### config.mk
export PLATFORM = sky130hd
export DESIGN_NAME = pdc_port_dev_ctl
export DESIGN_NICKNAME = d
export VERILOG_FILES = /design/src/pkg/pdc_pkg.sv /design/src/core/pdc_port_dev_ctl.sv
export VERILOG_INCLUDE_DIRS = /design/src /design/src/pkg
export SDC_FILE = /design/constraint.sdc
export NUM_CORES = 1
export LEC_CHECK = 0
export BUFFER_PORTS_ARGS = -buffer_cell sky130_fd_sc_hd__buf_2
export CORE_MARGIN = 1
export CORE_UTILIZATION = 47
export DETAILED_ROUTE_END_ITERATION = 16
export PLACE_DENSITY = 0.89
export SLEW_MARGIN = 40
export SYNTH_ARGS = -nofsm -noshare
export SYNTH_HDL_FRONTEND = slang
export SYNTH_SLANG_ARGS = --single-unit
### constraint.sdc
create_clock -name clk -period 2.3 [get_ports clk]
set_input_delay 0.23 -clock clk [delete_from_list [all_inputs] [get_ports clk]]
set_output_delay 0.23 -clock clk [all_outputs]
set_load 0.05 [all_outputs]
### src/pkg/pdc_defs.svh
// offsets, field positions, reset values and codes of the port device control bank
// assumes inclusion by bare name from design and bench files
`ifndef PDC_DEFS_SVH
`define PDC_DEFS_SVH
// register indices; byte address is four times the index
`define PDC_IDX_DEV_CTL 8'h48
`define PDC_IDX_DEV_STS 8'h4A
`define PDC_IDX_IRQ_STS 8'h60
`define PDC_IDX_IRQ_CLR 8'h61
`define PDC_IDX_IRQ_EN 8'h62
// control fields
`define PDC_CTL_ERR_LSB 0
`define PDC_CTL_RO_BIT 4
`define PDC_CTL_MPS_LSB 5
`define PDC_CTL_WTAG_BIT 8
`define PDC_CTL_PFN_BIT 9
`define PDC_CTL_AUXPM_BIT 10
`define PDC_CTL_NS_BIT 11
`define PDC_CTL_MAX_READ_REQUEST_SIZE_LSB 12
// status fields
`define PDC_STS_ERR_LSB 0
`define PDC_STS_AUX_POWER_PRESENT_BIT 4
`define PDC_STS_TP_BIT 5
// reset values
`define PDC_CTL_RESET 16'h0000
`define PDC_STS_RESET 16'h0000
// payload size codes and byte counts
`define PDC_MPS_128 3'h0
`define PDC_MPS_256 3'h1
`define PDC_BYTES_128 9'h080
`define PDC_BYTES_256 9'h100
// debug tag ranges
`define PDC_TAG_MAX_NARROW 8'h1F
`define PDC_TAG_MAX_WIDE 8'hFF
// AXI responses
`define PDC_RESP_OKAY 2'h0
`define PDC_RESP_SLVERR 2'h2
`endif

### src/pkg/pdc_pkg.sv
// types shared by the port device control bank and its bench
// assumes pdc_defs.svh holds the numbers
package pdc_pkg;
    typedef logic [15:0] pdc_reg16_t;
    typedef logic [3:0] pdc_err_t;
    typedef logic [1:0] pdc_resp_t;
    typedef logic [2:0] pdc_mps_t;
endpackage
### src/core/pdc_port_dev_ctl.sv
// port device control and status registers behind an AXI4-Lite slave
// assumes error events are one-cycle pulses on clk; aux power pin is asynchronous
//
// Our own choice: the AXI4-Lite register port.
`timescale 1ns/1ps
`default_nettype none
`include "pdc_defs.svh"

module pdc_port_dev_ctl #(
    parameter int ADDR_W = 12,
    parameter logic [2:0] MAX_PAYLOAD_SUPPORTED = 3'h1
) (
    input wire logic clk,
    input wire logic reset,
    // cold power-up of the aux well; this, or port reset without aux power, clears the aux pm enable
    input wire logic auxPowerOnReset,
    input wire logic auxPowerPin,
    input wire logic sequentialTagDebug,
    input wire pdc_pkg::pdc_err_t errorEvent,
    // AXI4-Lite slave
    input wire logic [ADDR_W-1:0] s_axi_awaddr,
    input wire logic s_axi_awvalid,
    output logic s_axi_awready,
    input wire logic [31:0] s_axi_wdata,
    input wire logic [3:0] s_axi_wstrb,
    input wire logic s_axi_wvalid,
    output logic s_axi_wready,
    output pdc_pkg::pdc_resp_t s_axi_bresp,
    output logic s_axi_bvalid,
    input wire logic s_axi_bready,
    input wire logic [ADDR_W-1:0] s_axi_araddr,
    input wire logic s_axi_arvalid,
    output logic s_axi_arready,
    output logic [31:0] s_axi_rdata,
    output pdc_pkg::pdc_resp_t s_axi_rresp,
    output logic s_axi_rvalid,
    input wire logic s_axi_rready,
    // block outputs
    output pdc_pkg::pdc_err_t errorReport,
    output logic [8:0] maxPayloadBytes,
    output logic [7:0] debugTagMax,
    output logic auxPowerPmEnable,
    output logic originateRelaxedOrdering,
    output logic originateNoSnoop,
    output logic irq
);
    import pdc_pkg::*;

    if (ADDR_W < 12 || ADDR_W > 32) begin : gBadAddrW
        $error("pdc_port_dev_ctl: ADDR_W must be 12 to 32");
    end
    if (MAX_PAYLOAD_SUPPORTED > 3'h1) begin : gBadMps
        $error("pdc_port_dev_ctl: only 128 or 256 byte payloads");
    end

    // decode used by both the write and the read path
    function automatic logic regHit(
        input logic [ADDR_W-1:0] a,
        input logic [7:0] idx
    );
        regHit = (a[9:2] == idx) && (a[ADDR_W-1:10] == '0);
    endfunction

    // aux power pin synchroniser
    logic auxMeta_q;
    logic auxSync_q;

    // control state
    pdc_err_t reportEnable_q;
    pdc_mps_t payloadSelect_q;
    logic wideTag_q;
    logic auxPm_q;
    logic auxPm_d;

    // status state
    pdc_err_t errorSeen_q;
    pdc_err_t errorSeen_d;
    pdc_err_t irqStatus_q;
    pdc_err_t irqStatus_d;
    pdc_err_t irqEnable_q;

    // bus state
    logic awHeld_q;
    logic awHeld_d;
    logic [ADDR_W-1:0] awAddr_q;
    logic wHeld_q;
    logic wHeld_d;
    logic [31:0] wData_q;
    logic [3:0] wStrb_q;
    logic awReady_q;
    logic wReady_q;
    logic bValid_q;
    logic bValid_d;
    pdc_resp_t bResp_q;
    logic arReady_q;
    logic rValid_q;
    logic rValid_d;
    logic [31:0] rData_q;
    pdc_resp_t rResp_q;

    // block output flops
    pdc_err_t errorReport_q;
    logic [8:0] payloadBytes_q;
    logic [7:0] tagMax_q;
    logic irq_q;

    // write channel
    wire awTake = s_axi_awvalid && awReady_q;
    wire wTake = s_axi_wvalid && wReady_q;
    wire doWrite = awHeld_q && wHeld_q && !bValid_q;
    wire hitCtlW = regHit(awAddr_q, `PDC_IDX_DEV_CTL);
    wire hitStsW = regHit(awAddr_q, `PDC_IDX_DEV_STS);
    wire hitIstW = regHit(awAddr_q, `PDC_IDX_IRQ_STS);
    wire hitIclW = regHit(awAddr_q, `PDC_IDX_IRQ_CLR);
    wire hitIenW = regHit(awAddr_q, `PDC_IDX_IRQ_EN);
    wire mappedW = hitCtlW || hitStsW || hitIstW || hitIclW || hitIenW;
    wire wrLo = doWrite && wStrb_q[0];
    wire wrHi = doWrite && wStrb_q[1];
    wire ctlLo = wrLo && hitCtlW;
    wire ctlHi = wrHi && hitCtlW;
    wire [3:0] errWr = wData_q[`PDC_STS_ERR_LSB +: 4];
    wire [3:0] stsClr = (wrLo && hitStsW) ? errWr : 4'h0;
    wire [3:0] irqClr = (wrLo && hitIclW) ? wData_q[3:0] : 4'h0;
    wire ienLo = wrLo && hitIenW;

    assign awHeld_d = doWrite ? 1'b0 : (awHeld_q || awTake);
    assign wHeld_d = doWrite ? 1'b0 : (wHeld_q || wTake);
    assign bValid_d = doWrite || (bValid_q && !s_axi_bready);

    // read channel
    wire arTake = s_axi_arvalid && arReady_q;
    wire hitCtlR = regHit(s_axi_araddr, `PDC_IDX_DEV_CTL);
    wire hitStsR = regHit(s_axi_araddr, `PDC_IDX_DEV_STS);
    wire hitIstR = regHit(s_axi_araddr, `PDC_IDX_IRQ_STS);
    wire hitIclR = regHit(s_axi_araddr, `PDC_IDX_IRQ_CLR);
    wire hitIenR = regHit(s_axi_araddr, `PDC_IDX_IRQ_EN);
    wire mappedR = hitCtlR || hitStsR || hitIstR || hitIclR || hitIenR;
    assign rValid_d = arTake || (rValid_q && !s_axi_rready);

    // readback images; fixed-zero fields are built in, not stored
    pdc_reg16_t ctlImage;
    pdc_reg16_t stsImage;
    always_comb begin
        ctlImage = `PDC_CTL_RESET;
        ctlImage[`PDC_CTL_ERR_LSB +: 4] = reportEnable_q;
        ctlImage[`PDC_CTL_RO_BIT] = 1'b0;
        ctlImage[`PDC_CTL_MPS_LSB +: 3] = payloadSelect_q;
        ctlImage[`PDC_CTL_WTAG_BIT] = wideTag_q;
        ctlImage[`PDC_CTL_PFN_BIT] = 1'b0;
        ctlImage[`PDC_CTL_AUXPM_BIT] = auxPm_q;
        ctlImage[`PDC_CTL_NS_BIT] = 1'b0;
        ctlImage[`PDC_CTL_MAX_READ_REQUEST_SIZE_LSB +: 3] = 3'h0;
        stsImage = `PDC_STS_RESET;
        stsImage[`PDC_STS_ERR_LSB +: 4] = errorSeen_q;
        stsImage[`PDC_STS_AUX_POWER_PRESENT_BIT] = auxSync_q;
        stsImage[`PDC_STS_TP_BIT] = 1'b0;
    end

    wire [31:0] rdMux =
        hitCtlR ? {16'h0000, ctlImage} :
        hitStsR ? {16'h0000, stsImage} :
        hitIstR ? {28'h0000000, irqStatus_q} :
        hitIenR ? {28'h0000000, irqEnable_q} :
        32'h00000000;

    // error logging; an event in the clearing cycle wins
    genvar gi;
    for (gi = 0; gi < 4; gi++) begin : gErr
        // logged whatever the enable holds
        assign errorSeen_d[gi] = (errorSeen_q[gi] && !stsClr[gi]) ||
            errorEvent[gi];
        assign irqStatus_d[gi] = (irqStatus_q[gi] && !irqClr[gi]) ||
            errorEvent[gi];
    end

    // reserved codes and unsupported 256 fall back to 128 bytes
    wire sel256 = (payloadSelect_q == `PDC_MPS_256) &&
        (MAX_PAYLOAD_SUPPORTED == `PDC_MPS_256);
    wire [8:0] payloadBytes_d = sel256 ? `PDC_BYTES_256 : `PDC_BYTES_128;
    // outside debug the range stays narrow: bit 8 has no effect then
    wire [7:0] tagMax_d = (sequentialTagDebug && wideTag_q) ?
        `PDC_TAG_MAX_WIDE : `PDC_TAG_MAX_NARROW;

    // the aux enable survives port reset only while aux power holds the well up
    always_comb begin
        auxPm_d = auxPm_q;
        if (auxPowerOnReset || (reset && !auxSync_q)) begin
            auxPm_d = 1'b0;
        end else if (ctlHi) begin
            auxPm_d = wData_q[`PDC_CTL_AUXPM_BIT];
        end
    end

    always_ff @(posedge clk) begin
        auxMeta_q <= auxPowerPin;
        auxSync_q <= auxMeta_q;
    end

    // port reset clears it only while aux power is absent
    always_ff @(posedge clk) begin
        auxPm_q <= auxPm_d;
    end

    always_ff @(posedge clk) begin
        if (reset) begin
            reportEnable_q <= 4'h0;
            payloadSelect_q <= `PDC_MPS_128;
            wideTag_q <= 1'b0;
        end else begin
            if (ctlLo) begin
                // only writable bits are stored
                reportEnable_q <= wData_q[`PDC_CTL_ERR_LSB +: 4];
                payloadSelect_q <= wData_q[`PDC_CTL_MPS_LSB +: 3];
            end
            if (ctlHi) begin
                wideTag_q <= wData_q[`PDC_CTL_WTAG_BIT];
            end
        end
    end

    always_ff @(posedge clk) begin
        if (reset) begin
            errorSeen_q <= 4'h0;
            irqStatus_q <= 4'h0;
            irqEnable_q <= 4'h0;
        end else begin
            errorSeen_q <= errorSeen_d;
            irqStatus_q <= irqStatus_d;
            if (ienLo) begin
                irqEnable_q <= wData_q[3:0];
            end
        end
    end

    always_ff @(posedge clk) begin
        if (reset) begin
            errorReport_q <= 4'h0;
            payloadBytes_q <= `PDC_BYTES_128;
            tagMax_q <= `PDC_TAG_MAX_NARROW;
            irq_q <= 1'b0;
        end else begin
            errorReport_q <= errorEvent & reportEnable_q;
            payloadBytes_q <= payloadBytes_d;
            tagMax_q <= tagMax_d;
            irq_q <= |(irqStatus_d & irqEnable_q);
        end
    end

    always_ff @(posedge clk) begin
        if (reset) begin
            awHeld_q <= 1'b0;
            wHeld_q <= 1'b0;
            awReady_q <= 1'b0;
            wReady_q <= 1'b0;
            bValid_q <= 1'b0;
            bResp_q <= `PDC_RESP_OKAY;
        end else begin
            awHeld_q <= awHeld_d;
            wHeld_q <= wHeld_d;
            awReady_q <= !awHeld_d && !bValid_d;
            wReady_q <= !wHeld_d && !bValid_d;
            bValid_q <= bValid_d;
            if (doWrite) begin
                bResp_q <= mappedW ? `PDC_RESP_OKAY : `PDC_RESP_SLVERR;
            end
        end
    end

    always_ff @(posedge clk) begin
        if (reset) begin
            awAddr_q <= '0;
            wData_q <= 32'h00000000;
            wStrb_q <= 4'h0;
        end else begin
            if (awTake) begin
                awAddr_q <= s_axi_awaddr;
            end
            if (wTake) begin
                wData_q <= s_axi_wdata;
                wStrb_q <= s_axi_wstrb;
            end
        end
    end

    always_ff @(posedge clk) begin
        if (reset) begin
            arReady_q <= 1'b0;
            rValid_q <= 1'b0;
            rData_q <= 32'h00000000;
            rResp_q <= `PDC_RESP_OKAY;
        end else begin
            arReady_q <= !rValid_d;
            rValid_q <= rValid_d;
            if (arTake) begin
                rData_q <= rdMux;
                rResp_q <= mappedR ? `PDC_RESP_OKAY : `PDC_RESP_SLVERR;
            end
        end
    end

    // never originated by this port
    logic zeroAttr_q;
    always_ff @(posedge clk) begin
        zeroAttr_q <= 1'b0;
    end

    assign s_axi_awready = awReady_q;
    assign s_axi_wready = wReady_q;
    assign s_axi_bvalid = bValid_q;
    assign s_axi_bresp = bResp_q;
    assign s_axi_arready = arReady_q;
    assign s_axi_rvalid = rValid_q;
    assign s_axi_rdata = rData_q;
    assign s_axi_rresp = rResp_q;
    assign errorReport = errorReport_q;
    assign maxPayloadBytes = payloadBytes_q;
    assign debugTagMax = tagMax_q;
    assign auxPowerPmEnable = auxPm_q;
    assign originateRelaxedOrdering = zeroAttr_q;
    assign originateNoSnoop = zeroAttr_q;
    assign irq = irq_q;
endmodule // pdc_port_dev_ctl

`default_nettype wire

==> results.ini, run 1 <==
[worst_setup_path]
cp.arrival_ps = 2100
cp_slowest_cell = or4_1
cp_num_buf_inv = 0
crit_type = flop to flop
critical-path-max-stage-delay_ps = 640
required_ps = 2520
path_max_fanout = 8
cp-end-kind = flop
crit_family = simple AND/OR/NAND/NOR gates
worstSetupStartpointType = flop
crit_chain = and3b_1 -> nand4_1 -> or4_1 -> mux2i_1 -> nor2_1

[power]
p_int_w = 0.00185
p_per_area_mw_per_mm2 = 740
switchingPower_w = 0.000731
p_comb_share_pct = 13.1
vdd_ir_drop_max_mv = 0.441
fin_total_pwr_w = 0.00258
sw_frac_of_total_pct = 28.3
p_leak_nw = 1.52
p_clk_share_pct = 36.5
seqPwrFrac_pct = 50.4

[finish]
final_layout_size_suffix_gt1_share_pct = 21.2
multi_input_area_sq_mm = 0.00138
syn_to_final_growth_pct = 14.6
layout.nets = 503
register_area_sq_mm = 0.00142
fin_cells = 509
diodes = 0
nFillCells = 584

[sta]
finalMaxSlewViolations = 0
max_slew_margin_pct = 56.8
fin_ws_ps = 426
fin_tns_setup_ps = 0
worst_slew_pin_slew_ps = 641
clock_skew_ps = 5.96
min_period_over_period_pct = 81.5
hold_viol = 0
max_freq_ghz = 0.534
rsz0062_at_grt = no
whs_ps = 44.8
min_period_ps = 1870
finalSetupViolCount = 0

[route]
detail_route.vias_per_cell = 4.98
avgRoutedWirePerCell_um = 12.4
drc = 0
first_pass_iters = 5
vias = 2535
ant_nets = 0
drtIter0Drc = 161
totalWireLength_mm = 6.32

[global_route]
grt_use_total_pct = 20.7
grt_pass1_wl_mm = 10.3
grt_max_degree = 39
antenna_found_initial = 0
grt_pass1_vias = 2289
grt_overflow = 0

[clock_tree]
cts_sinks = 71
clockBufferDepth = 2
numCtsBuffers = 9
clock_latency_ps = 350
htree_levels = 3
clkSlewWorstSetupHoldPaths_ps = 70
tritoncts = built
clk_root_buffer_cell = clkbuf_8

[floorplanning]
rows = 28
dieHeight_um = 82.5
core_sq_mm = 0.00610
initial_core_util_pct = 49.9
dieArea_sq_mm = 0.00680
io_pins = 140
chipWidth_um = 82.5

[synth]
synthDistinctLibCells = 35
yosys_warnings = 0
syn-mean-instance-area_sq_um = 8.38
ys_seq_elements = 71
synth-seq-area-share_pct = 46.7
syn_inst = 363
syn_area_sq_mm = 0.00304

[place]
post-place-ws_ps = 430
routabilityCongestion = 0.796
dpl.cell_count = 492
dp_hpwl_mm = 4.61
portBuffers = 72

[run]
max_cap_violations = 0

[run_status]
status = complete, no violations

[min_path]
hold_path_class = input port to flop

final timing paths:
kind / start / to / slack, ps / cells past startpoint
max reg2reg: s_axi_bvalid / irqEnable_q[0] / 430 / 5
min: auxPowerOnReset / auxPowerPmEnable / 40 / 2
min reg2reg: auxMeta_q / auxSync_q / 360 / 0
max: s_axi_bvalid / irqEnable_q[0] / 430 / 5
placed cells by master, fill, tap and decap left out, types with 3 or more instances in the layout:
master / netlist / final
a21oi_1: 40 / 40
conb_1: 2 / 38
nand2b_1: 4 / 4
nor3_1: 11 / 11
nor2b_1: 7 / 7
buf_2: 3 / 72
clkbuf_8: 0 / 13
o21a_1: 4 / 4
a221o_1: 4 / 4
mux2i_1: 17 / 17
nand2_1: 67 / 67
dfxtp_1: 71 / 71
inv_1: 4 / 4
nor4_1: 4 / 4
nor2_1: 40 / 40
o21ai_0: 7 / 7
clkinv_2: 0 / 3
and2_1: 4 / 4
Yosys cell counts, drive strengths merged:
cell,instances,area [sq um]
clkbuf,11,41.3
and2b,1,7.51
dfxtp,71,1420
and3b,1,8.76
nand2b,4,25.0
nor4bb,1,10.0
nand4,1,6.26
nor4,4,25.0
and2,4,25.0
nor3,11,55.1
o2111ai,1,8.76
nor3b,1,7.51
a221o,4,40.0
a21oi,40,200
or4,1,7.51
and4,2,17.5
nand3,2,10.0
nor2,40,150
a311oi,2,17.5
mux2i,17,170
buf,45,323
o211ai,1,7.51
nor4b,3,47.5
o21ai,7,35.0
a211oi,2,15.0
conb,2,7.51
o21a,4,30.0
nor2b,7,43.8
a31oi,2,12.5
nand2,67,251
inv,4,15.0
registers in the layout, indices dropped and copies added, names as in the netlist, 2 cells and up:
signal           flops
awAddr_q            10
s_axi_rdata         10
wData_q              9
errorReport          4
errorSeen_q          4
irqEnable_q          4
irqStatus_q          4
reportEnable_q       4
payloadSelect_q      3
maxPayloadBytes      2
wStrb_q              2
stage by stage:
step | util, % | area, sq um
after detailed placement | 53.9 | 3280
after global placement | 53.9 | 3280
after floorplan | - | 3180
final | 57.2 | 3490
after global routing | 57.2 | 3490
after CTS | 57.2 | 3490
cell families (layout without fill, tap and decap cells):
group	Yosys count	in the layout	synth area share, %
buffers and inverters	60	95	12.5
AO/OA/AOI/OAI	63	63	12.0
flip-flops	71	71	46.7
other	2	38	0.247
AND/OR/NAND/NOR	150	150	22.9
multiplexers	17	17	5.59
power groups by stage:
stage	clock (W)	sequential, W	combinational (W)
global placement	0	0.00132	0.000328
finish	0.000942	0.00130	0.000338
detailed placement	0	0.00133	0.000334
CTS	0.000965	0.00130	0.000337
floorplan	0	0.00135	0.000287
global route	0.00103	0.00130	0.000368
what timing repair did:
item	CTS	global route
hold buffers	1	0
endpoints found under the setup margin	0	0
hold endpoints to repair	1	0
gates resized for setup	0	0
buffers inserted	0	0
per-layer routing:
| layer | GRT usage (%) | wire (um) | vias up |
|---|---|---|---|
| li1 | - | - | 1266 |
| met1 | 23.9 | 2800 | 1166 |
| met2 | 35.1 | 3020 | 90 |
| met3 | 6.04 | 361 | 13 |
| met4 | 9.65 | 140 | 0 |
| met5 | 0 | 0 | - |
cell type report:
cell class | count | area share, %
flip-flops and latches | 71 | 40.8
inverters | 4 | 0.431
repair buffers | 75 | 11.1
clock buffers | 13 | 5.13
well taps | 75 | 2.69
multi-input cells | 268 | 39.5
clock inverters | 3 | 0.431
No activity file was read; power rests on OpenSTA's default activity.
==> inputs of run 2 (changes only) <==
==> constraint.sdc (replaced) <==
create_clock -name clk -period 1.78 [get_ports clk]
set_input_delay 0.178 -clock clk [delete_from_list [all_inputs] [get_ports clk]]
set_output_delay 0.178 -clock clk [all_outputs]
set_load 0.05 [all_outputs]
==> results.ini, run 2 (synthesis gave the netlist of run 1 again) <==
[sta]
finalSetupViolCount = 0  ; unchanged
whs_ps = 77.1  ; +32.3 ps
rsz0062_at_grt = yes
fin_ws_ps = 85.5  ; -340 ps
max_freq_ghz = 0.590  ; +11%
clock_skew_ps = 5.63  ; -0.330 ps
min_period_ps = 1690  ; -180 ps
min_period_over_period_pct = 95.2  ; +14 points
hold_viol = 0  ; unchanged
finalMaxSlewViolations = 0  ; unchanged

[route]
detail_route.vias_per_cell = 4.95  ; -0.58%
vias = 2555  ; +0.79%
drtIter0Drc = 146  ; -9.3%
ant_nets = 0  ; unchanged
totalWireLength_mm = 6.51  ; +3.0%
avgRoutedWirePerCell_um = 12.6  ; +1.6%
drc = 0  ; unchanged
first_pass_iters = 4  ; -1

[clock_tree]
clkSlewWorstSetupHoldPaths_ps = 70  ; about the same
cts_sinks = 71  ; unchanged
tritoncts = built
htree_levels = 3  ; unchanged
clockBufferDepth = 2  ; unchanged
clk_root_buffer_cell = clkbuf_8
clock_latency_ps = 330  ; -20 ps
numCtsBuffers = 9  ; unchanged

[power]
p_per_area_mw_per_mm2 = 942  ; +27%
fin_total_pwr_w = 0.00337  ; +30%
p_leak_nw = 1.56  ; +2.7%
vdd_ir_drop_max_mv = 0.583  ; +32%

[global_route]
grt_overflow = 0  ; unchanged
grt_pass1_vias = 2333  ; +1.9%
grt_max_degree = 44  ; +13%
antenna_found_initial = 0  ; unchanged
grt_use_total_pct = 20.7  ; about the same
grt_pass1_wl_mm = 10.4  ; +0.74%

[place]
post-place-ws_ps = 0.692  ; -429 ps
routabilityCongestion = 0.826  ; +3.8%
dpl.cell_count = 497  ; +1.0%
dp_hpwl_mm = 4.79  ; +3.9%
portBuffers = 72  ; unchanged

[finish]
nFillCells = 582  ; -0.34%
fin_cells = 516  ; +1.4%
post-route-util_pct = 58.6  ; +1.4 points
final_layout_size_suffix_gt1_share_pct = 22.4  ; +1.3 points
syn_to_final_growth_pct = 17.4
layout.nets = 510  ; +1.4%
diodes = 0  ; unchanged
mostFrequentLayoutCells = 72 x buf_2, 69 x dfxtp_1, 67 x nand2_1, 40 x nor2_1, 40 x a21oi_1
final_common_cell = buf_2

[min_path]
hold_path_class = input port to flop

[floorplanning]
initial_core_util_pct = 49.9  ; unchanged
dieHeight_um = 82.5  ; unchanged
io_pins = 140  ; unchanged
rows = 28  ; unchanged
chipWidth_um = 82.5  ; unchanged
core_sq_mm = 0.00610  ; unchanged
dieArea_sq_mm = 0.00680  ; unchanged

[run_status]
status = complete, no violations

[worst_setup_path]
cp.arrival_ps = 1910  ; -190 ps
required_ps = 2000  ; -520 ps
critical_path.reg2reg.endpoint = irqEnable_q[1]
path_max_fanout = 4  ; -4
reg2reg_setup_slack_ps = 90  ; -340 ps
worstSetupStartpointType = flop
startpoint = awAddr_q[6]
crit_type = flop to flop
r2r_start = awAddr_q[6]
cp-endpoint = irqEnable_q[1]
reg2regPathDepth = 5  ; unchanged
cp-end-kind = flop

[run]
max_cap_violations = 0  ; unchanged

## run 2: cell count changes in the layout (fill, tap and decap cells not counted), sizes merged
cell         before  now
clkbuf           13   12
dlygate4sd3       1    2
bufinv            0    1
buf              74   80
## run 2: stage by stage
stage | instance area (sq um) | TNS (ps)
after floorplan | 3180 | 0
after global placement | 3350 | 0
after detailed placement | 3350 | 0
after CTS | 3560 | 0
after global routing | 3570 | -51.4
final | 3570 | 0
## run 2: layout make-up
class	instances	area (sq um)	area share [%]
Timing Repair Buffer	82	465	13.0
Inverter	4	15.0	0.420
Sequential cell	71	1430	39.9
Multi-Input combinational cell	268	1380	38.7
Clock inverter	4	45.0	1.26
Clock buffer	12	145	4.06
Tap cell	75	93.8	2.63
## run 2: worst max-delay path, cell delays in order, from the launching register on
cell and delay, ps:
dfxtp_2 340, nor4b_4 290, nand4_1 170, or4_4 560
mux2i_1 180, nor2_1 60
## run 2: where the power goes
group | total, W | switching [W] | internal, W
registers | 0.00168 | 0.0000414 | 0.00164
logic | 0.000448 | 0.000343 | 0.000105
clock network | 0.00124 | 0.000556 | 0.000680
total | 0.00337 | 0.000940 | 0.00243
## run 2: worst min-delay path by stage
stage	from	end	cells after the start
floorplan	auxPowerPin	auxMeta_q	0
global placement	auxPowerPin	auxMeta_q	1
detailed placement	auxPowerPin	auxMeta_q	1
CTS	sequentialTagDebug	debugTagMax[6]	3
global route	s_axi_awaddr[10]	awAddr_q[10]	3
finish	sequentialTagDebug	debugTagMax[6]	3
## run 2: what timing repair did
| item | CTS | global route |
|---|---|---|
| setup endpoints to repair | 1 | 7 |
| gates resized for setup | 1 | 1 |
| hold endpoints to repair | 2 | 0 |
| hold buffers | 2 | 0 |
| buffers inserted | 0 | 1 |
| pin swaps | 0 | 2 |
## run 2: routing by layer
| metal | vias to the layer above | GRT usage, % | wire, um |
|---|---|---|---|
| li1 | 1287 | - | - |
| met1 | 1164 | 24.3 | 2860 |
| met2 | 97 | 35.7 | 3210 |
| met3 | 7 | 5.49 | 380 |
| met4 | 0 | 8.25 | 67 |
| met5 | - | 0 | 0 |
